<file path="config.mk">
export PLATFORM = sky130hd
export DESIGN_NAME = dcc_top
export DESIGN_NICKNAME = d
export VERILOG_FILES = /design/src/common/dcc_pkg.sv /design/src/dcc_top.sv /design/src/dcc_cal_engine.sv
export VERILOG_INCLUDE_DIRS = /design/src /design/src/common
export SDC_FILE = /design/constraint.sdc
export NUM_CORES = 1
export LEC_CHECK = 0
export ABC_AREA = 1
export BUFFER_PORTS_ARGS = -buffer_cell sky130_fd_sc_hd__buf_2
export CORE_UTILIZATION = 50
export CTS_CLUSTER_DIAMETER = 50
export CTS_CLUSTER_SIZE = 25
export DETAILED_ROUTE_END_ITERATION = 7
export GPL_TIMING_DRIVEN = 0
export PLACE_DENSITY = 0.82
export SLEW_MARGIN = 15
export SYNTH_ARGS = -nofsm -noshare
export SYNTH_HDL_FRONTEND = slang
export SYNTH_SLANG_ARGS = --single-unit
</file>
<file path="constraint.sdc">
create_clock -name i_clk -period 2.25 [get_ports i_clk]
set_input_delay 0.1125 -clock i_clk [delete_from_list [all_inputs] [get_ports i_clk]]
set_output_delay 0.1125 -clock i_clk [all_outputs]
set_load 0.005 [all_outputs]
</file>
<file path="src/common/dcc_defs.svh">
// register offsets, field positions, reset values and timing counts
`ifndef DCC_DEFS_SVH
`define DCC_DEFS_SVH
`define DCC_IDX_PAGE        12'h008
`define DCC_IDX_CLK_DIV     12'h050
`define DCC_IDX_CTRL        12'h051
`define DCC_IDX_STAT        12'h052
`define DCC_IDX_FSC         12'h05a
`define DCC_IDX_TUNE        12'h061
`define DCC_IDX_CLK_PD      12'h081
`define DCC_IDX_RING        12'h083
`define DCC_IDX_SYSREF      12'h084
`define DCC_IDX_IRQ_STAT    12'h0f0
`define DCC_IDX_IRQ_MASK    12'h0f1
`define DCC_BIT_START       0
`define DCC_BIT_ENGINE_EN   7
`define DCC_BIT_ACTIVE      2
`define DCC_BIT_FAIL        1
`define DCC_BIT_DONE        0
`define DCC_BIT_REF_MODE    6
`define DCC_RST_MODE        2'h1
`define DCC_RST_ENGINE_EN   1'h1
`define DCC_RST_FSC         8'h28
`define DCC_RST_TUNE        8'h60
`define DCC_RST_CLK_DIV     8'h28
`define DCC_RST_RING_DIV    2'h2
`define DCC_RST_PAGE        8'h01
`define DCC_CAL_TIME_US     100
`define DCC_CLK_MHZ         20
`define DCC_CAL_CYCLES      (`DCC_CAL_TIME_US * `DCC_CLK_MHZ)
`define DCC_OPT_MODE        2'h1
`define DCC_OPT_CLK_DIV     4'ha
`define DCC_OPT_TUNE_MASK   8'h68
`endif

</file>
<file path="src/common/dcc_pkg.sv">
// types shared by the calibration control block
package dcc_pkg;
    typedef enum logic [1:0] {
        DCC_IDLE = 2'b00,
        DCC_RUN  = 2'b01,
        DCC_END  = 2'b10
    } dcc_state_e;
    typedef logic [7:0] dcc_byte_t;
endpackage : dcc_pkg

</file>
<file path="src/dcc_top.sv">
// calibration control register block with apb slave and interrupt
//
// What this block does
// - setting launch bit 0 starts calibration of each paged converter.
// - status bit 2 reads 1 while calibration runs; resets to 0.
// - status bit 1 set when calibration fails.
// - status bit 0 set once calibration completes.
// - mode, launch, status and full-scale are per converter, chosen by page.
// - eight-bit full-scale code per converter, resets to 0x28, read-write.
// - ring oscillator divider 00..11 selects 8, 16, 32, 64; resets to 2.
// - reference control bit 6 selects reference input coupling, resets 0.
`timescale 1ns/1ps
`include "dcc_defs.svh"
module dcc_top
    import dcc_pkg::*;
#(
    parameter int NUM_CONV   = 2,
    parameter int CAL_CYCLES = `DCC_CAL_CYCLES
) (
    // clock and reset
    input  wire logic               i_clk,
    input  wire logic               i_sys_rst,
    // apb slave
    input  wire logic               i_psel,
    input  wire logic               i_penable,
    input  wire logic               i_pwrite,
    input  wire logic [11:0]        i_paddr,
    input  wire logic [31:0]        i_pwdata,
    output logic      [31:0]        o_prdata,
    output logic                    o_pready,
    output logic                    o_pslverr,
    // converter controls
    output dcc_pkg::dcc_byte_t      o_full_scale_code_conv0,
    output dcc_pkg::dcc_byte_t      o_full_scale_code_conv1,
    output logic [6:0]              o_ring_osc_ratio,
    output logic                    o_reference_coupling_select,
    output logic [1:0]              o_cal_clock_off,
    // interrupt
    output logic                    o_irq
);
    import dcc_pkg::*;

    logic [NUM_CONV-1:0] active, fail, done;
    logic [NUM_CONV-1:0] start_pulse;
    dcc_byte_t           page_r, page_nxt;
    dcc_byte_t           clk_div_r, clk_div_nxt;
    dcc_byte_t           tune_r, tune_nxt;
    dcc_byte_t           clk_pd_r, clk_pd_nxt;
    logic                eng_en_r, eng_en_nxt;
    logic [1:0]          ring_r, ring_nxt;
    logic                ref_r, ref_nxt;
    logic [1:0]          mode_r [NUM_CONV];
    logic [1:0]          mode_nxt [NUM_CONV];
    dcc_byte_t           fsc_r [NUM_CONV];
    dcc_byte_t           fsc_nxt [NUM_CONV];
    logic [3:0]          irq_stat_r, irq_stat_nxt;
    logic [3:0]          irq_mask_r, irq_mask_nxt;
    logic [NUM_CONV-1:0] done_d_r, fail_d_r;
    logic [31:0]         prdata_r, prdata_nxt;
    logic                wr_acc, rd_acc;
    logic                busy, setup_ok;
    logic [11:0]         idx;

    assign idx    = {2'b00, i_paddr[11:2]};
    assign wr_acc = i_psel && i_penable && i_pwrite;
    assign rd_acc = i_psel && i_penable && !i_pwrite;
    assign busy   = |active;
    assign setup_ok = eng_en_r && (clk_div_r[3:0] == `DCC_OPT_CLK_DIV);

    // one engine per converter
    genvar g;
    generate
        for (g = 0; g < NUM_CONV; g++) begin : g_conv
            assign start_pulse[g] = wr_acc && (idx == `DCC_IDX_CTRL) && (page_r[g])
                && i_pwdata[`DCC_BIT_START] && !active[g];
            dcc_cal_engine #(
                .CAL_CYCLES (CAL_CYCLES)
            ) u_engine (
                .i_clk      (i_clk),
                .i_sys_rst  (i_sys_rst),
                .i_start    (start_pulse[g]),
                .i_setup_ok (setup_ok && (mode_r[g] == `DCC_OPT_MODE)),
                .i_clk_off  (clk_pd_r[g]),
                .o_active   (active[g]),
                .o_fail     (fail[g]),
                .o_done     (done[g])
            );
        end
    endgenerate

    // register writes
    always_comb begin
        page_nxt    = page_r;
        clk_div_nxt = clk_div_r;
        tune_nxt    = tune_r;
        clk_pd_nxt  = clk_pd_r;
        eng_en_nxt  = eng_en_r;
        ring_nxt    = ring_r;
        ref_nxt     = ref_r;
        irq_mask_nxt = irq_mask_r;
        for (int k = 0; k < NUM_CONV; k++) begin
            mode_nxt[k] = mode_r[k];
            fsc_nxt[k]  = fsc_r[k];
        end
        if (wr_acc) begin
            case (idx)
                `DCC_IDX_PAGE:     page_nxt = i_pwdata[7:0];
                `DCC_IDX_CLK_DIV:  clk_div_nxt = i_pwdata[7:0];
                `DCC_IDX_TUNE:     tune_nxt = i_pwdata[7:0];
                `DCC_IDX_CLK_PD:   clk_pd_nxt = {6'h00, i_pwdata[1:0]};
                `DCC_IDX_RING:     ring_nxt = i_pwdata[1:0];
                `DCC_IDX_SYSREF:   ref_nxt = i_pwdata[`DCC_BIT_REF_MODE];
                `DCC_IDX_IRQ_MASK: irq_mask_nxt = i_pwdata[3:0];
                `DCC_IDX_CTRL: begin
                    eng_en_nxt = i_pwdata[`DCC_BIT_ENGINE_EN];
                    for (int k = 0; k < NUM_CONV; k++) begin
                        if (page_r[k]) begin
                            mode_nxt[k] = i_pwdata[2:1];
                        end
                    end
                end
                `DCC_IDX_FSC: begin
                    for (int k = 0; k < NUM_CONV; k++) begin
                        if (page_r[k]) begin
                            fsc_nxt[k] = i_pwdata[7:0];
                        end
                    end
                end
                default: begin
                end
            endcase
        end
    end

    // interrupt status: rising done/fail per converter, set wins over clear
    always_comb begin
        irq_stat_nxt = irq_stat_r;
        if (wr_acc && idx == `DCC_IDX_IRQ_STAT) begin
            irq_stat_nxt = irq_stat_r & ~i_pwdata[3:0];
        end
        for (int k = 0; k < NUM_CONV; k++) begin
            if (done[k] && !done_d_r[k]) begin
                irq_stat_nxt[k] = 1'b1;
            end
            if (fail[k] && !fail_d_r[k]) begin
                irq_stat_nxt[k+2] = 1'b1;
            end
        end
    end

    // read data, from the first paged converter
    always_comb begin
        int sel;
        sel = 0;
        for (int k = NUM_CONV - 1; k >= 0; k--) begin
            if (page_r[k]) begin
                sel = k;
            end
        end
        prdata_nxt = prdata_r;
        if (i_psel && !i_penable && !i_pwrite) begin
            prdata_nxt = 32'h0;
            case (idx)
                `DCC_IDX_PAGE:     prdata_nxt[7:0] = page_r;
                `DCC_IDX_CLK_DIV:  prdata_nxt[7:0] = clk_div_r;
                `DCC_IDX_CTRL:     prdata_nxt[7:0] = {eng_en_r, 4'h0, mode_r[sel], 1'b0};
                `DCC_IDX_STAT:     prdata_nxt[7:0] = {5'h00, active[sel],
                                                      fail[sel], done[sel]};
                `DCC_IDX_FSC:      prdata_nxt[7:0] = fsc_r[sel];
                `DCC_IDX_TUNE:     prdata_nxt[7:0] = tune_r;
                `DCC_IDX_CLK_PD:   prdata_nxt[7:0] = clk_pd_r;
                `DCC_IDX_RING:     prdata_nxt[7:0] = {6'h00, ring_r};
                `DCC_IDX_SYSREF:   prdata_nxt[7:0] = {1'b0, ref_r, 6'h00};
                `DCC_IDX_IRQ_STAT: prdata_nxt[3:0] = irq_stat_r;
                `DCC_IDX_IRQ_MASK: prdata_nxt[3:0] = irq_mask_r;
                default:           prdata_nxt = 32'h0;
            endcase
        end
    end

    always_ff @(posedge i_clk) begin
        if (i_sys_rst) begin
            page_r     <= `DCC_RST_PAGE;
            clk_div_r  <= `DCC_RST_CLK_DIV;
            tune_r     <= `DCC_RST_TUNE;
            clk_pd_r   <= 8'h00;
            eng_en_r   <= `DCC_RST_ENGINE_EN;
            ring_r     <= `DCC_RST_RING_DIV;
            ref_r      <= 1'b0;
            irq_stat_r <= 4'h0;
            irq_mask_r <= 4'h0;
            done_d_r   <= '0;
            fail_d_r   <= '0;
            prdata_r   <= 32'h0;
            for (int k = 0; k < NUM_CONV; k++) begin
                mode_r[k] <= `DCC_RST_MODE;
                fsc_r[k]  <= `DCC_RST_FSC;
            end
        end else begin
            page_r     <= page_nxt;
            clk_div_r  <= clk_div_nxt;
            tune_r     <= tune_nxt;
            clk_pd_r   <= clk_pd_nxt;
            eng_en_r   <= eng_en_nxt;
            ring_r     <= ring_nxt;
            ref_r      <= ref_nxt;
            irq_stat_r <= irq_stat_nxt;
            irq_mask_r <= irq_mask_nxt;
            done_d_r   <= done;
            fail_d_r   <= fail;
            prdata_r   <= prdata_nxt;
            for (int k = 0; k < NUM_CONV; k++) begin
                mode_r[k] <= mode_nxt[k];
                fsc_r[k]  <= fsc_nxt[k];
            end
        end
    end

    // divider ratio: 8 shifted by the field
    always_comb begin
        case (ring_r)
            2'b00:   o_ring_osc_ratio = 7'h08;
            2'b01:   o_ring_osc_ratio = 7'h10;
            2'b10:   o_ring_osc_ratio = 7'h20;
            default: o_ring_osc_ratio = 7'h40;
        endcase
    end

    assign o_prdata                    = prdata_r;
    assign o_pready                    = i_psel && i_penable;
    // writes into the calibration range while busy are flagged, not blocked
    assign o_pslverr = wr_acc && busy && idx >= `DCC_IDX_CTRL
        && idx <= `DCC_IDX_TUNE;
    assign o_full_scale_code_conv0     = fsc_r[0];
    assign o_full_scale_code_conv1     = fsc_r[NUM_CONV-1];
    assign o_reference_coupling_select = ref_r;
    assign o_cal_clock_off             = clk_pd_r[1:0];
    assign o_irq                       = |(irq_stat_r & irq_mask_r);
endmodule : dcc_top

</file>
<file path="src/dcc_cal_engine.sv">
// one converter's calibration sequencer
`timescale 1ns/1ps
`include "dcc_defs.svh"
module dcc_cal_engine
    import dcc_pkg::*;
#(
    parameter int CAL_CYCLES = `DCC_CAL_CYCLES
) (
    // clock and reset
    input  wire logic i_clk,
    input  wire logic i_sys_rst,
    // control
    input  wire logic i_start,
    input  wire logic i_setup_ok,
    input  wire logic i_clk_off,
    // status
    output logic      o_active,
    output logic      o_fail,
    output logic      o_done
);
    dcc_state_e  state_r, state_nxt;
    logic [31:0] cnt_r, cnt_nxt;
    logic        fail_r, fail_nxt;
    logic        done_r, done_nxt;

    always_comb begin
        state_nxt = state_r;
        cnt_nxt   = cnt_r;
        fail_nxt  = fail_r;
        done_nxt  = done_r;
        case (state_r)
            DCC_IDLE: begin
                if (i_start) begin
                    state_nxt = DCC_RUN;
                    cnt_nxt   = 32'h0;
                    fail_nxt  = 1'b0;
                    done_nxt  = 1'b0;
                end
            end
            DCC_RUN: begin
                // a gated calibration clock stalls the search
                if (!i_clk_off) begin
                    cnt_nxt = cnt_r + 32'h1;
                end
                if (cnt_r >= 32'(CAL_CYCLES - 1)) begin
                    state_nxt = DCC_END;
                end
            end
            DCC_END: begin
                state_nxt = DCC_IDLE;
                fail_nxt  = !i_setup_ok;
                done_nxt  = 1'b1;
            end
            default: begin
                state_nxt = DCC_IDLE;
            end
        endcase
    end

    always_ff @(posedge i_clk) begin
        if (i_sys_rst) begin
            state_r <= DCC_IDLE;
            cnt_r   <= 32'h0;
            fail_r  <= 1'b0;
            done_r  <= 1'b0;
        end else begin
            state_r <= state_nxt;
            cnt_r   <= cnt_nxt;
            fail_r  <= fail_nxt;
            done_r  <= done_nxt;
        end
    end

    assign o_active = (state_r != DCC_IDLE);
    assign o_fail   = fail_r;
    assign o_done   = done_r;
endmodule : dcc_cal_engine

</file>
Word level (Yosys, flattened, before mapping). Memories as Yosys holds them, arrays and structs flattened. Index checks and enable logic that the tools add are counted.

Output and inout port bits: 61. Memories: 2. Input bits: 49. Word-level logic and storage cells: 178. Flip-flop bits (word level): 122. Memory bits (writable): 20.

Multiplexer cells: 52. Bitwise operators: 7. Order comparisons: 5. Reduce and logical (&&, ||, !) cells: 61. Add/sub/neg operators: 2. Equal/unequal tests: 26.

Memory list: fsc_r (depth 2, bits a word 8, rd ports 3, clocked after memory_dff 0, wr ports 2, line dcc_top.sv:54) `dcc_byte_t fsc_r [NUM_CONV];`; mode_r (depth 2, bits a word 2, rd ports 3, clocked after memory_dff 0, wr ports 2, line dcc_top.sv:52) `logic [1:0] mode_r [NUM_CONV];`.

Operators by type and width (number): two-way mux 32 bit (5); case mux 32 bit (2 select lines) (2); adder 32 x 1 -> 32 bit (second input constant) (2); greater-or-equal comparator 32 x 11 -> 1 bit (second input constant) (2); equality test 10 x 7 -> 1 bit (second input constant) (5); equality test 10 x 8 -> 1 bit (second input constant) (5); case mux 4 bit (10 select lines) (1); < comparator 32 x 3 -> 1 bit (second input constant) (1); two-way mux 16 bit (2); two-way mux 8 bit (4); case mux 4 bit (6 select lines) (1); AND reduction 2 bit (12); logical AND 1 bit (22); case mux 7 bit (3 select lines) (1); nonzero test 2 bit (10); two-way mux 1 bit (19); two-way mux 2 bit (8); two-way mux 4 bit (3); equality test 10 x 4 -> 1 bit (second input constant) (1); equality test 2 x 1 -> 1 bit (second input constant) (5); greater-or-equal comparator 10 x 7 -> 1 bit (second input constant) (1); <= comparator 10 x 7 -> 1 bit (second input constant) (1); zero test 1 bit (10); bitwise AND 4 bit (2); 12 further kinds (28).

Depth between registers and ports, before layout. Gate-level depths: netlist of run 1.

Depth in word-level cells: 8. Mapped depth: 12. Gate-level depth less buffers: 11.

Cells and area by module. Synthesis of run 1 repeated with hierarchy kept, for this count alone.

Cells, all modules: 1128. Area, all modules: 7621.1 sq um.

Modules (own cells, without submodules): dcc_cal_engine (area an instance 1975.6 sq um, cells each 305, times used 2, sequential area each 720.7 sq um); dcc_top (area an instance 3669.8 sq um, cells each 518, times used 1, sequential area each 1401.3 sq um).

Worst setup path after synthesis of run 1. No wires, ideal clock.

Path kind: register to register. From: register g_conv[0].u_engine.cnt_r[0]. To: register g_conv[0].u_engine.cnt_r[24]. Data arrival time: 1.504 ns. Stages on the path, launching flop included: 10. Path buffers: 0. Setup slack: 0.677 ns. Cell sequence: dfxtp_1 > ha_1 > nand2_1 > nor2_1 > nand2_1 > nor3_2 > nand2_1 > nor2_1 > nand3_1 > a21oi_1.

Cells in the longest elaborated chain, start to end: 3.

Ends and longest elaborated chain: from (decl) (line dcc_cal_engine.sv:22) `logic [31:0] cnt_r, cnt_nxt;`; from (signal assigned) (line dcc_cal_engine.sv:68) `cnt_r <= cnt_nxt;`; adder 32 x 1 -> 32 bit (line dcc_cal_engine.sv:43) `cnt_nxt = cnt_r + 32'h1;`; two-way mux 32 bit (line dcc_cal_engine.sv:42) `if (!i_clk_off) begin`; case mux 32 bit (2 select lines) (line dcc_cal_engine.sv:31) `case (state_r)`.

No other way between the ends. The select of a mux whose other input is x is not followed. A chain may end at the register's enable or synchronous reset.

Worst setup path in the final report of run 1.
From: register g_conv[0].u_engine.cnt_r[1]. To: register g_conv[0].u_engine.cnt_r[28].

Same word-level chain as after synthesis.

==> summary.txt, run 1 <==
Critical path
  – Critical Path RT: 2570 ps
  – CP arrival: 2330 ps
  – Worst Reg2Reg Path Length in Cells: 10
  – Sort of element at the start of the critical path: register
  – Launch point of the worst reg-to-reg path: g_conv[0].u_engine.cnt_r[1]
  – Worst setup slack for register-to-register paths: 240 ps
  – Worst reg2reg endpoint: g_conv[0].u_engine.cnt_r[28]
  – Peak fanout along the critical path: 6
  – Critical path capture point type: register
  – Class of the most critical setup path: register to register

Clock tree
  – Latest clock arrival within the worst-skew pair: 430 ps
  – Number of buffers inserted during clock tree synthesis: 17
  – Deepest clock path buffer count: 2
  – CTS tree: done
  – Clock sink count: 142
  – Clock edge transition at the registers on the reported setup and hold paths: 60 ps
  – Depth of the CTS H-tree: 4
  – CTS Root Cell: sky130_fd_sc_hd__clkbuf_16

Synth
  – Top_reg_cell synth: sky130_fd_sc_hd__dfxtp_1
  – Flip-flop and latch count after synthesis: 142
  – Adder-cell share of the synthesized area: 0.321%
  – Count of flip-flops with a built-in enable after synthesis: 0
  – YS warnings: 0
  – Post-Syn Instances: 1201
  – Asr flop ratio synth: 0%
  – Largest family of logic cells by synthesized area: simple AND/OR/NAND/NOR gates
  – Fraction of the mapped netlist area in simple logic gates: 36.6%
  – Post-Synth XOR/XNOR Area: 0.674%
  – Number of distinct library cells after synthesis: 43
  – Mux share of post-synthesis cell area: 0%
  – Synthesized area per cell: 6.50 um^2
  – Complex-gate fraction of the synthesized area: 13.5%
  – Post-synthesis sequential area ratio: 36.4%
  – Post-Synthesis Cell Area: 7800 um^2

Route
  – DRT Pass-1 Iters: 7
  – Ratio of routed vias to standard cells: 5.37
  – Total routed wirelength: 21100 um
  – Vias: 8051
  – Average wire per standard cell: 14.1 um
  – Number of remaining DRC errors: 0
  – DRC violation total after the first TritonRoute iteration: 729
  – Number of routed nets with antenna violations: 0

STA
  – Post-Route Setup TNS: 0 ps
  – Tightest slew margin relative to the limit: 55.7%
  – Fin crit period: 2010 ps
  – RSZ-0062 raised after global routing: no
  – Maximum achievable frequency: 497 MHz
  – Final-report setup violation count: 0
  – Max-slew violations: 0
  – Portion of the clock cycle consumed by the worst path in the final layout: 89.4%
  – Slew @ Worst Pin: 664 ps
  – Worst Hold Slack: 10.7 ps
  – Clk_skew: 9.71 ps
  – Final Hold Viols: 0

Hold path
  – Hold path endpoint: page_r[5]
  – Class of the tightest hold or removal check: input port to register
  – Hold depth: 3
  – Critical hold path startpoint: i_pwdata[5]

Global routing
  – Number of global-route vias before repair: 7093
  – Total global routing track utilization: 26.6%
  – Maximum number of pins on one net before global-route repair: 17
  – Initial antenna violation count: 0
  – Gr ovfl total: 0
  – First-pass GRT wire length: 34300 um

Floorplan
  – Number of ports placed on the die boundary: 110
  – Die Width: 127 um
  – Initial core utilization: 51.3%
  – Die area: 16100 um^2
  – Floorplan core area: 15200 um^2
  – Standard-cell rows: 45
  – Die span in y: 127 um

Status
  – Run status: completed

Placed design
  – Post-detailed-placement half-perimeter wirelength: 15200 um
  – Global placement routability congestion: 0.962
  – IO buf count: 54

Final layout
  – P&R area growth vs syn: 15.5%
  – Number of diodes: 0
  – Utilization of the core after routing: 59.3%
  – Nets: 1352
  – Fraction of final layout cells with drive strength greater than 1: 13.2%

Flow run
  – Number of violations of the max-capacitance limit: 0

Power and ir drop
  – Power Total: 5.65 mW
  – Leakage power: 3.75 nW
  – Peak supply drop: 0.527 mV
  – P per Cell Area: 628 nW/um^2
## where the power goes
group / switching, mW / internal [mW]
clock: 1.11 / 1.79
sequential: 0.00125 / 2.52
combinational: 0.163 / 0.0776
## worst max-delay path, cell delays in order, from the launching register on
cell and delay (ps):
sky130_fd_sc_hd__dfxtp_1 380, sky130_fd_sc_hd__ha_1 180, sky130_fd_sc_hd__nand2_1 70, sky130_fd_sc_hd__nor2_1 170
sky130_fd_sc_hd__nand2_1 190, sky130_fd_sc_hd__nor2_2 300, sky130_fd_sc_hd__nand3_1 140, sky130_fd_sc_hd__nor3_1 200
sky130_fd_sc_hd__nand2_1 120, sky130_fd_sc_hd__nor2_1 110, sky130_fd_sc_hd__nor2_1 50
## placed cells by master (no fill, tap or decap), types with 8 or more instances in the layout
cell                        netlist  final
sky130_fd_sc_hd__nand2_1        305    305
sky130_fd_sc_hd__nor2_1         146    146
sky130_fd_sc_hd__dfxtp_1        142    142
sky130_fd_sc_hd__inv_1          140    140
sky130_fd_sc_hd__a21oi_1         99     99
sky130_fd_sc_hd__nand3_1         98     98
sky130_fd_sc_hd__o21ai_0         73     73
sky130_fd_sc_hd__buf_2            6     60
sky130_fd_sc_hd__buf_4           37     37
sky130_fd_sc_hd__conb_1           1     27
sky130_fd_sc_hd__nor3_1          23     23
sky130_fd_sc_hd__nand4_1         17     17
sky130_fd_sc_hd__clkbuf_16        0     17
sky130_fd_sc_hd__clkbuf_1        12     13
sky130_fd_sc_hd__o211ai_1        13     13
sky130_fd_sc_hd__nor2_2          12     12
sky130_fd_sc_hd__nand3b_1         8      8
## kinds of logic (layout without fill, tap and decap cells)
family / after synthesis / count (layout)
AND/OR/NAND/NOR: 644 / 644
buffers and inverters: 207 / 292
AO/OA/AOI/OAI: 199 / 199
flip-flops: 142 / 142
XOR/XNOR: 6 / 6
adder cells (fa/ha/maj): 2 / 2
other: 1 / 27
## through the flow
stage	std cells	setup WS [ps]	cell area [um^2]
after floorplan	1227	677	7900
after global placement	1469	223	8410
after detailed placement	1469	248	8410
after CTS	1500	282	9010
after global routing	1500	63.9	9010
final	1500	239	9010
## per-layer routing
layer  up-vias  GRT usage [%]  wire (um)
met5         -              0          0
met4         0           10.4        527
met3        54           5.86       1990
met2       396           42.2       9430
met1      3562           35.3       9170
li1       4039              -          -
## synthesized netlist by cell type (3+ instances only)
| library cell | count | share of area, % |
|---|---|---|
| sky130_fd_sc_hd__a21oi_1 | 99 | 6.4 |
| sky130_fd_sc_hd__and3_1 | 3 | 0.24 |
| sky130_fd_sc_hd__buf_2 | 6 | 0.38 |
| sky130_fd_sc_hd__buf_4 | 37 | 3.6 |
| sky130_fd_sc_hd__buf_6 | 6 | 0.87 |
| sky130_fd_sc_hd__clkbuf_1 | 12 | 0.58 |
| sky130_fd_sc_hd__dfxtp_1 | 142 | 36 |
| sky130_fd_sc_hd__inv_1 | 140 | 6.7 |
| sky130_fd_sc_hd__inv_2 | 4 | 0.19 |
| sky130_fd_sc_hd__nand2_1 | 305 | 15 |
| sky130_fd_sc_hd__nand2_2 | 5 | 0.40 |
| sky130_fd_sc_hd__nand2_4 | 3 | 0.43 |
| sky130_fd_sc_hd__nand3_1 | 98 | 6.3 |
| sky130_fd_sc_hd__nand3b_1 | 8 | 0.77 |
| sky130_fd_sc_hd__nand4_1 | 17 | 1.4 |
| sky130_fd_sc_hd__nor2_1 | 146 | 7.0 |
| sky130_fd_sc_hd__nor2_2 | 12 | 0.96 |
| sky130_fd_sc_hd__nor2_4 | 5 | 0.72 |
| sky130_fd_sc_hd__nor3_1 | 23 | 1.5 |
| sky130_fd_sc_hd__nor3_2 | 3 | 0.38 |
| sky130_fd_sc_hd__nor4_1 | 6 | 0.48 |
| sky130_fd_sc_hd__o211ai_1 | 13 | 1.3 |
| sky130_fd_sc_hd__o21ai_0 | 73 | 4.7 |
| sky130_fd_sc_hd__o21ai_1 | 6 | 0.38 |
| sky130_fd_sc_hd__or2_2 | 3 | 0.24 |
| sky130_fd_sc_hd__xor2_1 | 4 | 0.45 |
## sequential cells by signal, indices dropped and copies added (netlist names), 8 cells and up
register               cells
fsc_r                     16
clk_div_r                  8
tune_r                     8
g_conv.u_engine.cnt_r     64
page_r                     8
o_prdata                   8
## final cells by class
cell class / instances / area [um^2]
tap: 188 / 235
fill: 1405 / 6190
sequential: 142 / 2840
timing repair buffer: 55 / 280
clock buffer: 20 / 457
clock inverter: 10 / 139
buffer: 61 / 420
inverter: 146 / 549
multi-input combinational: 878 / 4090
## worst max-delay path by stage
stage | startpoint | slack (ps) | to | cells after the start
after CTS | g_conv[0].u_engine.cnt_r[1] | 280 | g_conv[0].u_engine.cnt_r[24] | 9
after floorplan | g_conv[0].u_engine.cnt_r[0] | 680 | g_conv[0].u_engine.cnt_r[24] | 9
after detailed placement | i_sys_rst | 250 | o_prdata[6] | 6
after global routing | g_conv[0].u_engine.cnt_r[1] | 60 | g_conv[0].u_engine.cnt_r[28] | 10
after global placement | i_sys_rst | 220 | eng_en_r | 5
final | g_conv[0].u_engine.cnt_r[1] | 240 | g_conv[0].u_engine.cnt_r[28] | 10
## repair_timing
action,in CTS,in global routing
endpoints found under the hold margin,1,0
setup buffers,0,0
gates resized for setup,0,0
hold buffers,1,0
Note: power is estimated with default switching activity, not from simulation.
==> inputs of run 2 (changes only) <==
==> constraint.sdc (replaced) <==
create_clock -name i_clk -period 2.5 [get_ports i_clk]
set_input_delay 0.125 -clock i_clk [delete_from_list [all_inputs] [get_ports i_clk]]
set_output_delay 0.125 -clock i_clk [all_outputs]
set_load 0.005 [all_outputs]
==> summary.txt, run 2 (synthesized netlist as in run 1, its figures left out) <==
Critical path
  – Class of the most critical setup path: register to register
  – Sort of element at the start of the critical path: register
  – Launch point of the worst reg-to-reg path: g_conv[0].u_engine.cnt_r[1]
  – Peak fanout along the critical path: 6 (unchanged)
  – Critical path startpoint: g_conv[0].u_engine.cnt_r[1]
  – Critical path capture point type: register
  – CP arrival: 2330 ps (about the same)
  – Worst setup slack for register-to-register paths: 490 ps (+250 ps)
  – Critical Path RT: 2810 ps (+240 ps)

Final layout
  – P&R area growth vs syn: 15.4%
  – Number of diodes: 0 (unchanged)
  – Final Non-Filler Cells: 1499 (-0.067%)
  – Max reg flops: 64 (unchanged)
  – Area taken by flip-flops and latches: 2840 um^2 (unchanged)
  – Most used cells in the layout excluding fill and tap cells: sky130_fd_sc_hd__nand2_1 (305), sky130_fd_sc_hd__nor2_1 (146), sky130_fd_sc_hd__dfxtp_1 (142), sky130_fd_sc_hd__inv_1 (140), sky130_fd_sc_hd__a21oi_1 (99)
  – Utilization of the core after routing: 59.2% (-0.066 points)
  – Commonest non-fill, non-tap cell in the layout: sky130_fd_sc_hd__nand2_1
  – Multi-input logic area: 4090 um^2 (unchanged)
  – Count of fill cells added during filler insertion: 1405 (unchanged)
  – Registers with the most flip-flops: g_conv.u_engine.cnt_r x64, fsc_r x16
  – Nets: 1351 (-0.074%)
  – Register with the most flip-flops: g_conv.u_engine.cnt_r
  – Fraction of final layout cells with drive strength greater than 1: 13.2% (about the same)

Placed design
  – IO buf count: 54 (unchanged)
  – Total placed cells including tap cells: 1469 (unchanged)
  – Global placement routability congestion: 0.962 (unchanged)
  – Post-detailed-placement half-perimeter wirelength: 15200 um (unchanged)

Power and ir drop
  – Clk pwr share: 51.1% (about the same)
  – Sequential power share: 44.6% (about the same)
  – Peak supply drop: 0.472 mV (-10%)
  – Part of the power in combinational logic: 4.3% (about the same)
  – Switching share of power: 22.4% (-0.13 points)
  – Net Switching: 1.14 mW (-11%)
  – P per Cell Area: 564 nW/um^2 (-10%)
  – Power Total: 5.08 mW (-10%)
  – Internal power: 3.94 mW (-10%)
  – Leakage power: 3.74 nW (-0.11%)

Status
  – Run status: completed

STA
  – Final Hold Viols: 0 (unchanged)
  – Final-report setup violation count: 0 (unchanged)
  – Slew @ Worst Pin: 665 ps (+0.950 ps)
  – Portion of the clock cycle consumed by the worst path in the final layout: 80.5% (-8.9 points)
  – Post-Route Setup TNS: 0 ps (unchanged)
  – Fin crit period: 2010 ps (+0.601 ps)
  – Clk_skew: 9.61 ps (-0.101 ps)
  – RSZ-0062 raised after global routing: no
  – Maximum achievable frequency: 497 MHz (about the same)
  – Tightest slew margin relative to the limit: 55.7% (-0.063 points)
  – Max-slew violations: 0 (unchanged)

Route
  – Number of routed nets with antenna violations: 0 (unchanged)
  – DRT Pass-1 Iters: 5 (-2)
  – Average wire per standard cell: 14.1 um (+0.11%)
  – DRC violation total after the first TritonRoute iteration: 781 (+7.1%)
  – Vias: 8096 (+0.56%)
  – Total routed wirelength: 21100 um (about the same)
  – Ratio of routed vias to standard cells: 5.40 (+0.63%)
  – Number of remaining DRC errors: 0 (unchanged)

Floorplan
  – Standard-cell rows: 45 (unchanged)
  – Die area: 16100 um^2 (unchanged)
  – Floorplan core area: 15200 um^2 (unchanged)
  – Die span in y: 127 um (unchanged)
  – Number of ports placed on the die boundary: 110 (unchanged)
  – Initial core utilization: 51.3% (unchanged)
  – Die Width: 127 um (unchanged)

Clock tree
  – CTS tree: done
  – Latest clock arrival within the worst-skew pair: 430 ps (about the same)
  – Depth of the CTS H-tree: 4 (unchanged)
  – Clock edge transition at the registers on the reported setup and hold paths: 60 ps (about the same)
  – Deepest clock path buffer count: 2 (unchanged)
  – Number of buffers inserted during clock tree synthesis: 17 (unchanged)
  – CTS Hold Buffers Added: 0 (-1)
  – CTS Root Cell: sky130_fd_sc_hd__clkbuf_16
  – Cells resized by post-CTS repair: 0 (unchanged)
  – Clock sink count: 142 (unchanged)
  – Buffers inserted by post-CTS timing repair: 0 (unchanged)

Global routing
  – Gr ovfl total: 0 (unchanged)
  – Number of global-route vias before repair: 7093 (unchanged)
  – Initial antenna violation count: 0 (unchanged)
  – Total global routing track utilization: 26.6% (unchanged)
  – First-pass GRT wire length: 34300 um (unchanged)
  – Maximum number of pins on one net before global-route repair: 17 (unchanged)

Hold path
  – Class of the tightest hold or removal check: input port to register
  – Critical hold path startpoint: i_pwdata[6]

Flow run
  – Number of violations of the max-capacitance limit: 0 (unchanged)
## run 2: layout make-up
cell class | instances | area share (%)
clock inverter | 10 | 1.54
clock buffer | 20 | 5.07
multi-input combinational | 878 | 45.4
sequential | 142 | 31.6
buffer | 61 | 4.67
timing repair buffer | 54 | 3.00
inverter | 146 | 6.10
tap | 188 | 2.61
## run 2: worst max-delay path: stages (launching register included)
cell and delay [ps]:
sky130_fd_sc_hd__dfxtp_1 380, sky130_fd_sc_hd__ha_1 180, sky130_fd_sc_hd__nand2_1 70, sky130_fd_sc_hd__nor2_1 170, sky130_fd_sc_hd__nand2_1 190, sky130_fd_sc_hd__nor2_2 310, sky130_fd_sc_hd__nand3_1 140, sky130_fd_sc_hd__nor3_1 190
sky130_fd_sc_hd__nand2_1 120, sky130_fd_sc_hd__nor2_1 110, sky130_fd_sc_hd__nor2_1 50
## run 2: final timing paths
kind | end | cells past startpoint
max reg2reg | g_conv[0].u_engine.cnt_r[28] | 10
min reg2reg | irq_stat_r[1] | 1
max | g_conv[0].u_engine.cnt_r[28] | 10
min | o_reference_coupling_select | 3
## run 2: metrics by stage
stage,hold WS [ps],worst slack [ps],cell area (um^2)
6_report,9.08,488,9000
4_1_cts,5.72,532,9000
3_5_place_dp,414,485,8410
2_1_floorplan,289,927,7900
5_1_grt,32.1,314,9000
3_3_place_gp,401,460,8410
## run 2: metal layers
layer / vias up / wire (um) / GRT usage (%)
li1: 4046 / - / -
met1: 3584 / 9100 / 35.3
met2: 415 / 9530 / 42.2
met3: 51 / 1990 / 5.86
met4: 0 / 515 / 10.4
met5: - / 0 / 0
## run 2: power groups by stage
stage,registers (mW),logic (mW),clock network [mW]
final,2.27,0.216,2.60
after global routing,2.27,0.232,2.71
after CTS,2.27,0.210,2.61
after detailed placement,2.32,0.208,0
after global placement,2.32,0.207,0
after floorplan,2.32,0.132,0
